--- config.mk ---
export PLATFORM = sky130hd
export DESIGN_NAME = rpdn_dev_flat
export DESIGN_NICKNAME = d
export VERILOG_FILES = /design/src/rpdn_pkg.sv /design/src/rpdn_if.sv /design/src/rpdn_dev.sv /design/src/flat_wrapper.sv
export SDC_FILE = /design/constraint.sdc
export NUM_CORES = 1
export LEC_CHECK = 0
export BUFFER_PORTS_ARGS = -buffer_cell sky130_fd_sc_hd__buf_2
export CAP_MARGIN = 10
export CELL_PAD_IN_SITES_DETAIL_PLACEMENT = 1
export CELL_PAD_IN_SITES_GLOBAL_PLACEMENT = 2
export CORE_AREA = 3 3 119 121
export CTS_BUF_LIST = sky130_fd_sc_hd__clkbuf_4 sky130_fd_sc_hd__clkbuf_8
export CTS_CLUSTER_DIAMETER = 30
export DETAILED_ROUTE_END_ITERATION = 6
export DIE_AREA = 0 0 122 124
export PLACE_DENSITY_LB_ADDON = 0.1
export SYNTH_ARGS = -nofsm -noshare
export SYNTH_HDL_FRONTEND = slang
export SYNTH_SLANG_ARGS = --single-unit
--- constraint.sdc ---
create_clock -name i_clk_sys -period 4.85 [get_ports i_clk_sys]
set_input_delay 0.485 -clock i_clk_sys [delete_from_list [all_inputs] [get_ports i_clk_sys]]
set_output_delay 0.485 -clock i_clk_sys [all_outputs]
set_load 0.02 [all_outputs]
--- src/rpdn_pkg.sv ---
// Package for the remote pipe descriptor tail and notification logic.
// Assumes one clock and one asynchronous reset shared by both ends.
package rpdn_pkg;

  ////////////////////////////////////////////////////////////////////////////
  // Descriptor byte offsets.
  localparam logic [7:0] RPDN_OFF_CAPS = 8'h18;
  localparam logic [7:0] RPDN_OFF_RETRY = 8'h19;
  localparam logic [7:0] RPDN_OFF_ERR_LO = 8'h1A;
  localparam logic [7:0] RPDN_OFF_ERR_HI = 8'h1B;
  localparam logic [7:0] RPDN_OFF_VEND_LO = 8'h1C;
  localparam logic [7:0] RPDN_OFF_VEND_HI = 8'h1D;
  localparam logic [7:0] RPDN_OFF_RES_EP = 8'h1E;
  localparam logic [7:0] RPDN_OFF_ATTR = 8'h17;

  ////////////////////////////////////////////////////////////////////////////
  // Field positions and widths.
  localparam int RPDN_CAP_CTRL = 0;
  localparam int RPDN_CAP_ISO = 1;
  localparam int RPDN_CAP_BULK = 2;
  localparam int RPDN_CAP_INTR = 3;
  localparam int RPDN_CAP_TRANSP = 4;
  localparam int RPDN_ATTR_MTT = 7;
  localparam logic [7:0] RPDN_RETRY_MASK = 8'h07;
  localparam logic [2:0] RPDN_RETRY_MAX = 3'h3;
  localparam logic [4:0] RPDN_CAP_MASK = 5'h1F;
  localparam logic [7:0] RPDN_ATTR_TYPE_MASK = 8'h03;
  localparam logic [7:0] RPDN_TYPE_ISO = 8'h01;

  ////////////////////////////////////////////////////////////////////////////
  // Reset values and other constants.
  localparam logic [7:0] RPDN_RST_BYTE = 8'h00;
  localparam logic [15:0] RPDN_RST_WORD = 16'h0000;
  localparam logic [15:0] RPDN_ERR_SAT = 16'hFFFF;
  localparam logic [15:0] RPDN_ONE16 = 16'h0001;
  localparam logic [1:0] RPDN_ONE2 = 2'h1;
  localparam logic [1:0] RPDN_ZERO2 = 2'h0;

  ////////////////////////////////////////////////////////////////////////////
  // Notification block bytes.
  localparam logic [7:0] RPDN_WAKE_LEN = 8'h02;
  localparam logic [7:0] RPDN_WAKE_CODE = 8'h91;
  localparam logic [7:0] RPDN_PORT_LEN = 8'h03;
  localparam logic [7:0] RPDN_PORT_CODE = 8'h92;

  ////////////////////////////////////////////////////////////////////////////
  // Host register map (byte offsets of the host's own command port).
  localparam logic [3:0] RPDN_H_CMD = 4'h0;  // Write: [15:8] offset, [7:0] data, bit16 write.
  localparam logic [3:0] RPDN_H_RDATA = 4'h4;  // Read: last read byte, bit8 busy.
  localparam logic [3:0] RPDN_H_NOTE = 4'h8;  // Read: last notice byte, bit8 valid.
  localparam int RPDN_CMD_WR = 16;

  typedef enum logic [1:0] {RPDN_IDLE, RPDN_B0, RPDN_B1, RPDN_B2} rpdn_emit_e;

endpackage : rpdn_pkg

--- src/rpdn_if.sv ---
// Interface joining the descriptor host end and the adapter end.
// Assumes both ends share one clock; the descriptor port answers a read in one cycle.
`timescale 1ns/100ps
`default_nettype none
interface rpdn_if;
  logic desc_wr;
  logic desc_rd;
  logic [7:0] desc_addr;
  logic [7:0] desc_wdata;
  logic [7:0] desc_rdata;
  logic note_valid;
  logic note_ready;
  logic [7:0] note_byte;
  logic note_last;
  modport dev (input desc_wr, desc_rd, desc_addr, desc_wdata, note_ready,
               output desc_rdata, note_valid, note_byte, note_last);
  modport host (output desc_wr, desc_rd, desc_addr, desc_wdata, note_ready,
                input desc_rdata, note_valid, note_byte, note_last);
endinterface : rpdn_if
`default_nettype wire

--- src/rpdn_dev.sv ---
// Adapter end: remote pipe descriptor tail and notification block emitter.
// Assumes the host end drives the descriptor port and accepts notice bytes.
//
// What this design does
// - host keeps multi translator bit clear if unsupported
// - capability bits report control iso bulk interrupt
// - bit four flags transparent pipe, top reserved
// - capability byte is read only
// - retry limit in bits 2:0, 0 to 3
// - zero retry limit means unlimited, no counting
// - host writes zero retry limit for isochronous
// - count transaction errors in sixteen bit counter
// - only host clears error counter
// - vendor word is free for vendor use
// - zero result endpoint means default results endpoint
// - host names only implemented result endpoints
// - result endpoint reserved zero on transparent pipes
// - writable fields take host written values
// - notices go out on results endpoint
// - armed wake emits length two, code 91
// - port change emits length three, 92, port
// - multi translator flag only valid conditionally
//
// Design decision made here: the address-and-strobe port.
`timescale 1ns/100ps
`default_nettype none
module rpdn_dev (
  input wire logic i_clk_sys,
  input wire logic i_sys_rst,
  rpdn_if.dev bus,
  input wire logic [rpdn_pkg::RPDN_CAP_TRANSP:0] i_caps,
  input wire logic i_wake_armed,
  input wire logic i_wake_event,
  input wire logic i_port_change,
  input wire logic [7:0] i_port_index,
  input wire logic i_txn_error,
  input wire logic i_hs_hub_nonzero,
  input wire logic i_high_speed,
  input wire logic [7:0] i_result_eps,
  output logic [2:0] o_retry_limit,
  output logic o_count_errors,
  output logic [7:0] o_result_ep,
  output logic o_use_default_ep,
  output logic o_behind_mtt,
  output logic [15:0] o_vendor_word
);
  import rpdn_pkg::*;

  typedef struct packed {
    logic [7:0] retry;
    logic [15:0] errs;
    logic [15:0] vend;
    logic [7:0] resep;
    logic [7:0] attr;
    logic [7:0] rdata;
    logic wake_pend;
    logic port_pend;
    logic [7:0] port_idx;
    logic [7:0] emit_idx;
    rpdn_emit_e emit;
    logic emit_port;
    logic [7:0] nbyte;
    logic nvalid;
    logic nlast;
    logic [2:0] retry_o;
    logic cnt_o;
    logic [7:0] ep_o;
    logic def_o;
    logic mtt_o;
  } rpdn_dev_s;

  rpdn_dev_s s_q;
  rpdn_dev_s s_d;
  logic [7:0] caps;

  // Retry limit field of a stored options byte; the reserved bits are cut off.
  function automatic logic [2:0] retry_field(input logic [7:0] opts);
    return 3'(opts & RPDN_RETRY_MASK);
  endfunction : retry_field

  // Capability byte comes from hardware straps, reserved bits zero.
  assign caps = {3'h0, i_caps};

  //////////////////////////////////////////////////////////////////////////////
  // Next-state logic for descriptor, counter and notice emitter.
  always_comb begin
    s_d = s_q;
    // Descriptor reads return the addressed byte one cycle later.
    if (bus.desc_rd) begin
      if (bus.desc_addr == RPDN_OFF_CAPS) begin
        s_d.rdata = caps;
      end else if (bus.desc_addr == RPDN_OFF_RETRY) begin
        s_d.rdata = s_q.retry;
      end else if (bus.desc_addr == RPDN_OFF_ERR_LO) begin
        s_d.rdata = s_q.errs[7:0];
      end else if (bus.desc_addr == RPDN_OFF_ERR_HI) begin
        s_d.rdata = s_q.errs[15:8];
      end else if (bus.desc_addr == RPDN_OFF_VEND_LO) begin
        s_d.rdata = s_q.vend[7:0];
      end else if (bus.desc_addr == RPDN_OFF_VEND_HI) begin
        s_d.rdata = s_q.vend[15:8];
      end else if (bus.desc_addr == RPDN_OFF_RES_EP) begin
        s_d.rdata = s_q.resep;
      end else if (bus.desc_addr == RPDN_OFF_ATTR) begin
        s_d.rdata = s_q.attr;
      end else begin
        s_d.rdata = RPDN_RST_BYTE;
      end
    end
    // Hardware error counting; a zero limit disables it, the top value holds.
    if (i_txn_error && (retry_field(s_q.retry) != 3'h0) && (s_q.errs != RPDN_ERR_SAT)) begin
      s_d.errs = s_q.errs + RPDN_ONE16;
    end
    // Host writes adopt new values; the capability byte ignores them.
    if (bus.desc_wr) begin
      if (bus.desc_addr == RPDN_OFF_RETRY) begin
        s_d.retry = bus.desc_wdata & RPDN_RETRY_MASK;
      end else if (bus.desc_addr == RPDN_OFF_ERR_LO) begin
        s_d.errs[7:0] = bus.desc_wdata;
      end else if (bus.desc_addr == RPDN_OFF_ERR_HI) begin
        s_d.errs[15:8] = bus.desc_wdata;
      end else if (bus.desc_addr == RPDN_OFF_VEND_LO) begin
        s_d.vend[7:0] = bus.desc_wdata;
      end else if (bus.desc_addr == RPDN_OFF_VEND_HI) begin
        s_d.vend[15:8] = bus.desc_wdata;
      end else if (bus.desc_addr == RPDN_OFF_RES_EP) begin
        s_d.resep = bus.desc_wdata;
      end else if (bus.desc_addr == RPDN_OFF_ATTR) begin
        s_d.attr = bus.desc_wdata;
      end // Capability offset falls through untouched.
    end
    // Derived settings for the transfer engines.
    s_d.retry_o = (retry_field(s_q.retry) > RPDN_RETRY_MAX) ? RPDN_RETRY_MAX :
                  retry_field(s_q.retry);
    s_d.cnt_o = (retry_field(s_q.retry) != 3'h0);
    // Transparent pipes ignore the result endpoint; unknown ones fall back.
    s_d.def_o = caps[RPDN_CAP_TRANSP] || (s_q.resep == RPDN_RST_BYTE) ||
                !i_result_eps[s_q.resep[2:0]];
    s_d.ep_o = s_d.def_o ? RPDN_RST_BYTE : s_q.resep;
    s_d.mtt_o = s_q.attr[RPDN_ATTR_MTT] && i_hs_hub_nonzero && !i_high_speed;
    // Pending events; a new event wins over the clear at emission start.
    if (s_q.emit == RPDN_IDLE && !s_q.nvalid) begin
      if (s_q.wake_pend) begin
        s_d.wake_pend = 1'b0;
        s_d.emit_port = 1'b0;
        s_d.emit = RPDN_B0;
      end else if (s_q.port_pend) begin
        s_d.port_pend = 1'b0;
        s_d.emit_port = 1'b1;
        // The block keeps its own index, so a later change cannot alter it mid-block.
        s_d.emit_idx = s_q.port_idx;
        s_d.emit = RPDN_B0;
      end
    end
    if (i_wake_event && i_wake_armed) begin
      s_d.wake_pend = 1'b1;
    end
    if (i_port_change) begin
      s_d.port_pend = 1'b1;
      s_d.port_idx = i_port_index;
    end
    // Byte emitter: a block leaves whole, one byte per accepted handshake.
    if (s_q.nvalid && bus.note_ready) begin
      s_d.nvalid = 1'b0;
    end
    if (!s_q.nvalid || bus.note_ready) begin
      case (s_q.emit)
        RPDN_B0: begin
          s_d.nvalid = 1'b1;
          s_d.nbyte = s_q.emit_port ? RPDN_PORT_LEN : RPDN_WAKE_LEN;
          s_d.nlast = 1'b0;
          s_d.emit = RPDN_B1;
        end
        RPDN_B1: begin
          s_d.nvalid = 1'b1;
          s_d.nbyte = s_q.emit_port ? RPDN_PORT_CODE : RPDN_WAKE_CODE;
          s_d.nlast = !s_q.emit_port;
          s_d.emit = s_q.emit_port ? RPDN_B2 : RPDN_IDLE;
        end
        RPDN_B2: begin
          s_d.nvalid = 1'b1;
          s_d.nbyte = s_q.emit_idx;
          s_d.nlast = 1'b1;
          s_d.emit = RPDN_IDLE;
        end
        default: begin
          // Idle: a block start chosen above must stand, so nothing is assigned here.
        end
      endcase
    end
  end

  //////////////////////////////////////////////////////////////////////////////
  // State register.
  always_ff @(posedge i_clk_sys or posedge i_sys_rst) begin
    if (i_sys_rst) begin
      s_q <= '0;
    end else begin
      s_q <= s_d;
    end
  end

  // Outputs straight from the state register.
  assign bus.desc_rdata = s_q.rdata;
  assign bus.note_valid = s_q.nvalid;
  assign bus.note_byte = s_q.nbyte;
  assign bus.note_last = s_q.nlast;
  assign o_retry_limit = s_q.retry_o;
  assign o_count_errors = s_q.cnt_o;
  assign o_result_ep = s_q.ep_o;
  assign o_use_default_ep = s_q.def_o;
  assign o_behind_mtt = s_q.mtt_o;
  assign o_vendor_word = s_q.vend;

endmodule : rpdn_dev
`default_nettype wire

--- src/flat_wrapper.sv ---
// flat-port wrapper written by rule: the top's interface ports become plain ports
module rpdn_dev_flat import rpdn_pkg::*;
  (i_clk_sys, i_sys_rst, i_caps, i_wake_armed, i_wake_event, i_port_change, i_port_index, i_txn_error, i_hs_hub_nonzero, i_high_speed, i_result_eps, o_retry_limit, o_count_errors, o_result_ep, o_use_default_ep, o_behind_mtt, o_vendor_word, bus_desc_wr, bus_desc_rd, bus_desc_addr, bus_desc_wdata, bus_note_ready, bus_desc_rdata, bus_note_valid, bus_note_byte, bus_note_last);
  rpdn_if bus_i ();
  input wire logic i_clk_sys;
  input wire logic i_sys_rst;
  input wire logic [rpdn_pkg::RPDN_CAP_TRANSP:0] i_caps;
  input wire logic i_wake_armed;
  input wire logic i_wake_event;
  input wire logic i_port_change;
  input wire logic [7:0] i_port_index;
  input wire logic i_txn_error;
  input wire logic i_hs_hub_nonzero;
  input wire logic i_high_speed;
  input wire logic [7:0] i_result_eps;
  output logic [2:0] o_retry_limit;
  output logic o_count_errors;
  output logic [7:0] o_result_ep;
  output logic o_use_default_ep;
  output logic o_behind_mtt;
  output logic [15:0] o_vendor_word;
  input wire logic [$bits(bus_i.desc_wr)-1:0] bus_desc_wr;
  input wire logic [$bits(bus_i.desc_rd)-1:0] bus_desc_rd;
  input wire logic [$bits(bus_i.desc_addr)-1:0] bus_desc_addr;
  input wire logic [$bits(bus_i.desc_wdata)-1:0] bus_desc_wdata;
  input wire logic [$bits(bus_i.note_ready)-1:0] bus_note_ready;
  output wire logic [$bits(bus_i.desc_rdata)-1:0] bus_desc_rdata;
  output wire logic [$bits(bus_i.note_valid)-1:0] bus_note_valid;
  output wire logic [$bits(bus_i.note_byte)-1:0] bus_note_byte;
  output wire logic [$bits(bus_i.note_last)-1:0] bus_note_last;
  assign bus_i.desc_wr = bus_desc_wr;
  assign bus_i.desc_rd = bus_desc_rd;
  assign bus_i.desc_addr = bus_desc_addr;
  assign bus_i.desc_wdata = bus_desc_wdata;
  assign bus_i.note_ready = bus_note_ready;
  assign bus_desc_rdata = bus_i.desc_rdata;
  assign bus_note_valid = bus_i.note_valid;
  assign bus_note_byte = bus_i.note_byte;
  assign bus_note_last = bus_i.note_last;
  rpdn_dev u_core (.i_clk_sys(i_clk_sys), .i_sys_rst(i_sys_rst), .bus(bus_i), .i_caps(i_caps), .i_wake_armed(i_wake_armed), .i_wake_event(i_wake_event), .i_port_change(i_port_change), .i_port_index(i_port_index), .i_txn_error(i_txn_error), .i_hs_hub_nonzero(i_hs_hub_nonzero), .i_high_speed(i_high_speed), .i_result_eps(i_result_eps), .o_retry_limit(o_retry_limit), .o_count_errors(o_count_errors), .o_result_ep(o_result_ep), .o_use_default_ep(o_use_default_ep), .o_behind_mtt(o_behind_mtt), .o_vendor_word(o_vendor_word));
endmodule
==> results.sh <==
export IMPL_mostFrequentLayoutCells="dfrtp_1 (104), buf_2 (95), mux2_2 (54)"
export IMPL_post_cts_resized=0
export IMPL_fp_dieH_um=124
export IMPL_ys_types=63
export IMPL_p_per_area_nw_per_um2=379
export IMPL_final_hold_viol_count=0
export IMPL_p_leak_uw=0.00271
export IMPL_io_pins=96
export IMPL_grt_overflow_total=0
export IMPL_core_area_sq_um=13200
export IMPL_cts_hold_buffers=0
export IMPL_synthXorXnorAreaFrac_pct=2.32
export IMPL_fp_dieW_um=122
export IMPL_num_rows=42
export IMPL_wl_mm=14.4
export IMPL_vias=3857
export IMPL_cap_violations=0
export IMPL_ys_seq_area_share_pct=49.3
export IMPL_cp_arrival_ns=2.40
export IMPL_rsz0062_at_grt="false"
export IMPL_rrSetupSlack_ns=2.72
export IMPL_crit_type="primary input to flip-flop"
export IMPL_start_kind="primary input"
export IMPL_htreeDepth=3
export IMPL_cp_end_kind="flip-flop"
export IMPL_cts_root_buffer="clkbuf_8"
export IMPL_detail_route_antenna_nets=0
export IMPL_synth_top_family_by_area="multiplexers"
export IMPL_clockBufferDepth=2
export IMPL_synth_nets=540
export IMPL_drv_slew=0
export IMPL_grt_pass1_vias=4048
export IMPL_synth_edf_count=0
export IMPL_required_ns=5.11
export IMPL_syn_cell_area_sq_um=5280
export IMPL_worst_slack_ns=2.71
export IMPL_post_place_ws_ns=2.30
export IMPL_synthSimpleGateAreaFrac_pct=12.9
export IMPL_fin_crit_ns=2.14
export IMPL_insertion_delay_ns=0.37
export IMPL_n_antenna_cell=0
export IMPL_drc=0
export IMPL_hp_class="primary input to asynchronous set/reset pin"
export IMPL_final_common_cell="dfrtp_1"
export IMPL_antenna_found_initial=0
export IMPL_firstDrtPassIters=4
export IMPL_start_util_pct=40.1
export IMPL_cp_max_fo=15
export IMPL_wire_per_inst_um=20.2
export IMPL_cts_buffers=9
export IMPL_peakVddDrop_mv=0.193
export IMPL_yosysWarnings=0
export IMPL_async_flop_share_pct=100
export IMPL_period_share_pct=44.0
export IMPL_synth_mux_area_share_pct=13.7
export IMPL_cts_setup_buffers=0
export IMPL_dp_hpwl_mm=10.6
export IMPL_relSlewSlack_pct=50.3
export IMPL_worstMarginPinSlew_ns=0.746
export IMPL_layout_drive_gt1_share_pct=33.9
export IMPL_fmax_mhz=468
export IMPL_setup_viol=0
export IMPL_nets=581
export IMPL_clkTransAtPathRegs_ns=0.10
export IMPL_grt_usage_pct=19.9
export IMPL_status="complete, no violations"
export IMPL_synth_fa_ha_area_share_pct=0.237
export IMPL_grt_pass1_wl_mm=22.7
export IMPL_synth_seq_cells=104
export IMPL_drt_iter0_drc=191
export IMPL_synthFlopType="dfrtp_1"
export IMPL_fin_tns_setup_ns=0
export IMPL_synth_compound_area_share_pct=12.6
export IMPL_tritoncts="built"
export IMPL_finClkSkew_ns=0.00940
export IMPL_area_growth_pct=9.21
export IMPL_viasPerCell=5.41
export IMPL_postSynthCellCount=491
export IMPL_io_buffers=95
export IMPL_final_core_util_pct=43.7
export IMPL_place_congestion=0.812
export IMPL_cts_sinks=104
export IMPL_dieArea_sq_um=15100
export IMPL_syn_avg_cell_area_sq_um=10.8
export IMPL_grt_max_degree=62
where the power goes:
part / switching [uW] / internal [uW]
clock network: 320 / 245
logic: 270 / 204
registers: 147 / 1000
final timing paths:
kind	startpoint	to	depth (start not counted)
max in group asynchronous	i_sys_rst	u_core.o_vendor_word[13]$_DFFE_PP0P_	3
worst max-delay path	bus_desc_addr[5]	u_core.s_q[100]$_DFF_PP0_	5
worst min-delay path	i_sys_rst	u_core.bus.note_valid$_DFF_PP0_	2
worst max register to register	u_core.s_q[88]$_DFF_PP0_	u_core.s_q[100]$_DFF_PP0_	5
worst min register to register	u_core.s_q[44]$_DFFE_PP0P_	u_core.s_q[24]$_DFFE_PP0P_	1
min in group i_clk_sys	i_high_speed	u_core.o_behind_mtt$_DFF_PP0_	2
Yosys cell counts, types with 7 or more instances:
library cell,instances,area [sq um]
nor2b_1,13,81.3
o21ai_0,22,110
nand2_1,23,86.3
a21oi_1,32,160
clkbuf_1,18,67.6
a31oi_1,7,43.8
xnor2_1,9,78.8
nand3_1,11,55.1
nor2_1,32,120
mux2_2,54,608
dfrtp_1,104,2600
nor3_1,7,35.0
mux2i_1,7,70.1
a22oi_1,7,52.6
buf_4,43,323
inv_1,14,52.6
worst max-delay path: stages:
cell and delay, ns:
buf_2 0.11, or4b_1 0.60, nor2_2 0.30, nand3_1 0.47, mux2_2 0.43
layer usage:
layer	vias to the layer above	GRT usage, %	routed length [um]
met3	19	2.91	574
li1	1796	-	-
met4	0	7.07	270
met5	-	0	0
met2	79	33.5	7050
met1	1963	26.2	6540
sequential cells by signal, summed over array words and instances, names as in the netlist:
signal	flops
u_core.o_use_default_ep	1
u_core.o_retry_limit	3
u_core.o_vendor_word	16
u_core.o_count_errors	1
u_core.o_behind_mtt	1
u_core.s_q	56
u_core.bus.desc_rdata	8
u_core.o_result_ep	8
u_core.bus.note_last	1
u_core.bus.note_valid	1
u_core.bus.note_byte	8
cells by family (layout without fill, tap and decap cells):
kind of cell | after synthesis | after routing
multiplexers | 63 | 63
AND/OR/NAND/NOR | 125 | 125
XOR/XNOR | 14 | 14
other | 1 | 1
AO/OA/AOI/OAI | 103 | 103
flip-flops | 104 | 104
adder cells (fa/ha/maj) | 1 | 1
buffers and inverters | 80 | 126
cell type report:
| type | count | area (sq um) |
|---|---|---|
| clock buffers | 9 | 124 |
| clock inverters | 7 | 77.6 |
| fillers | 1478 | 7420 |
| inverters | 14 | 55.1 |
| multi-input cells | 307 | 2210 |
| flip-flops and latches | 104 | 2600 |
| well taps | 176 | 220 |
| repair buffers | 96 | 483 |
stage by stage:
| step | cell area (sq um) | total power (uW) | hold WS (ns) | instances |
|---|---|---|---|---|
| 2_1_floorplan | 5280 | 1510 | 0.441 | 491 |
| 3_3_place_gp | 5570 | 1620 | 0.462 | 697 |
| 3_5_place_dp | 5570 | 1650 | 0.480 | 697 |
| 4_1_cts | 5770 | 2220 | 0.228 | 713 |
| 5_1_grt | 5770 | 2320 | 0.229 | 713 |
| 6_report | 5770 | 2190 | 0.231 | 713 |
Power figures use the tool's default switching activity.
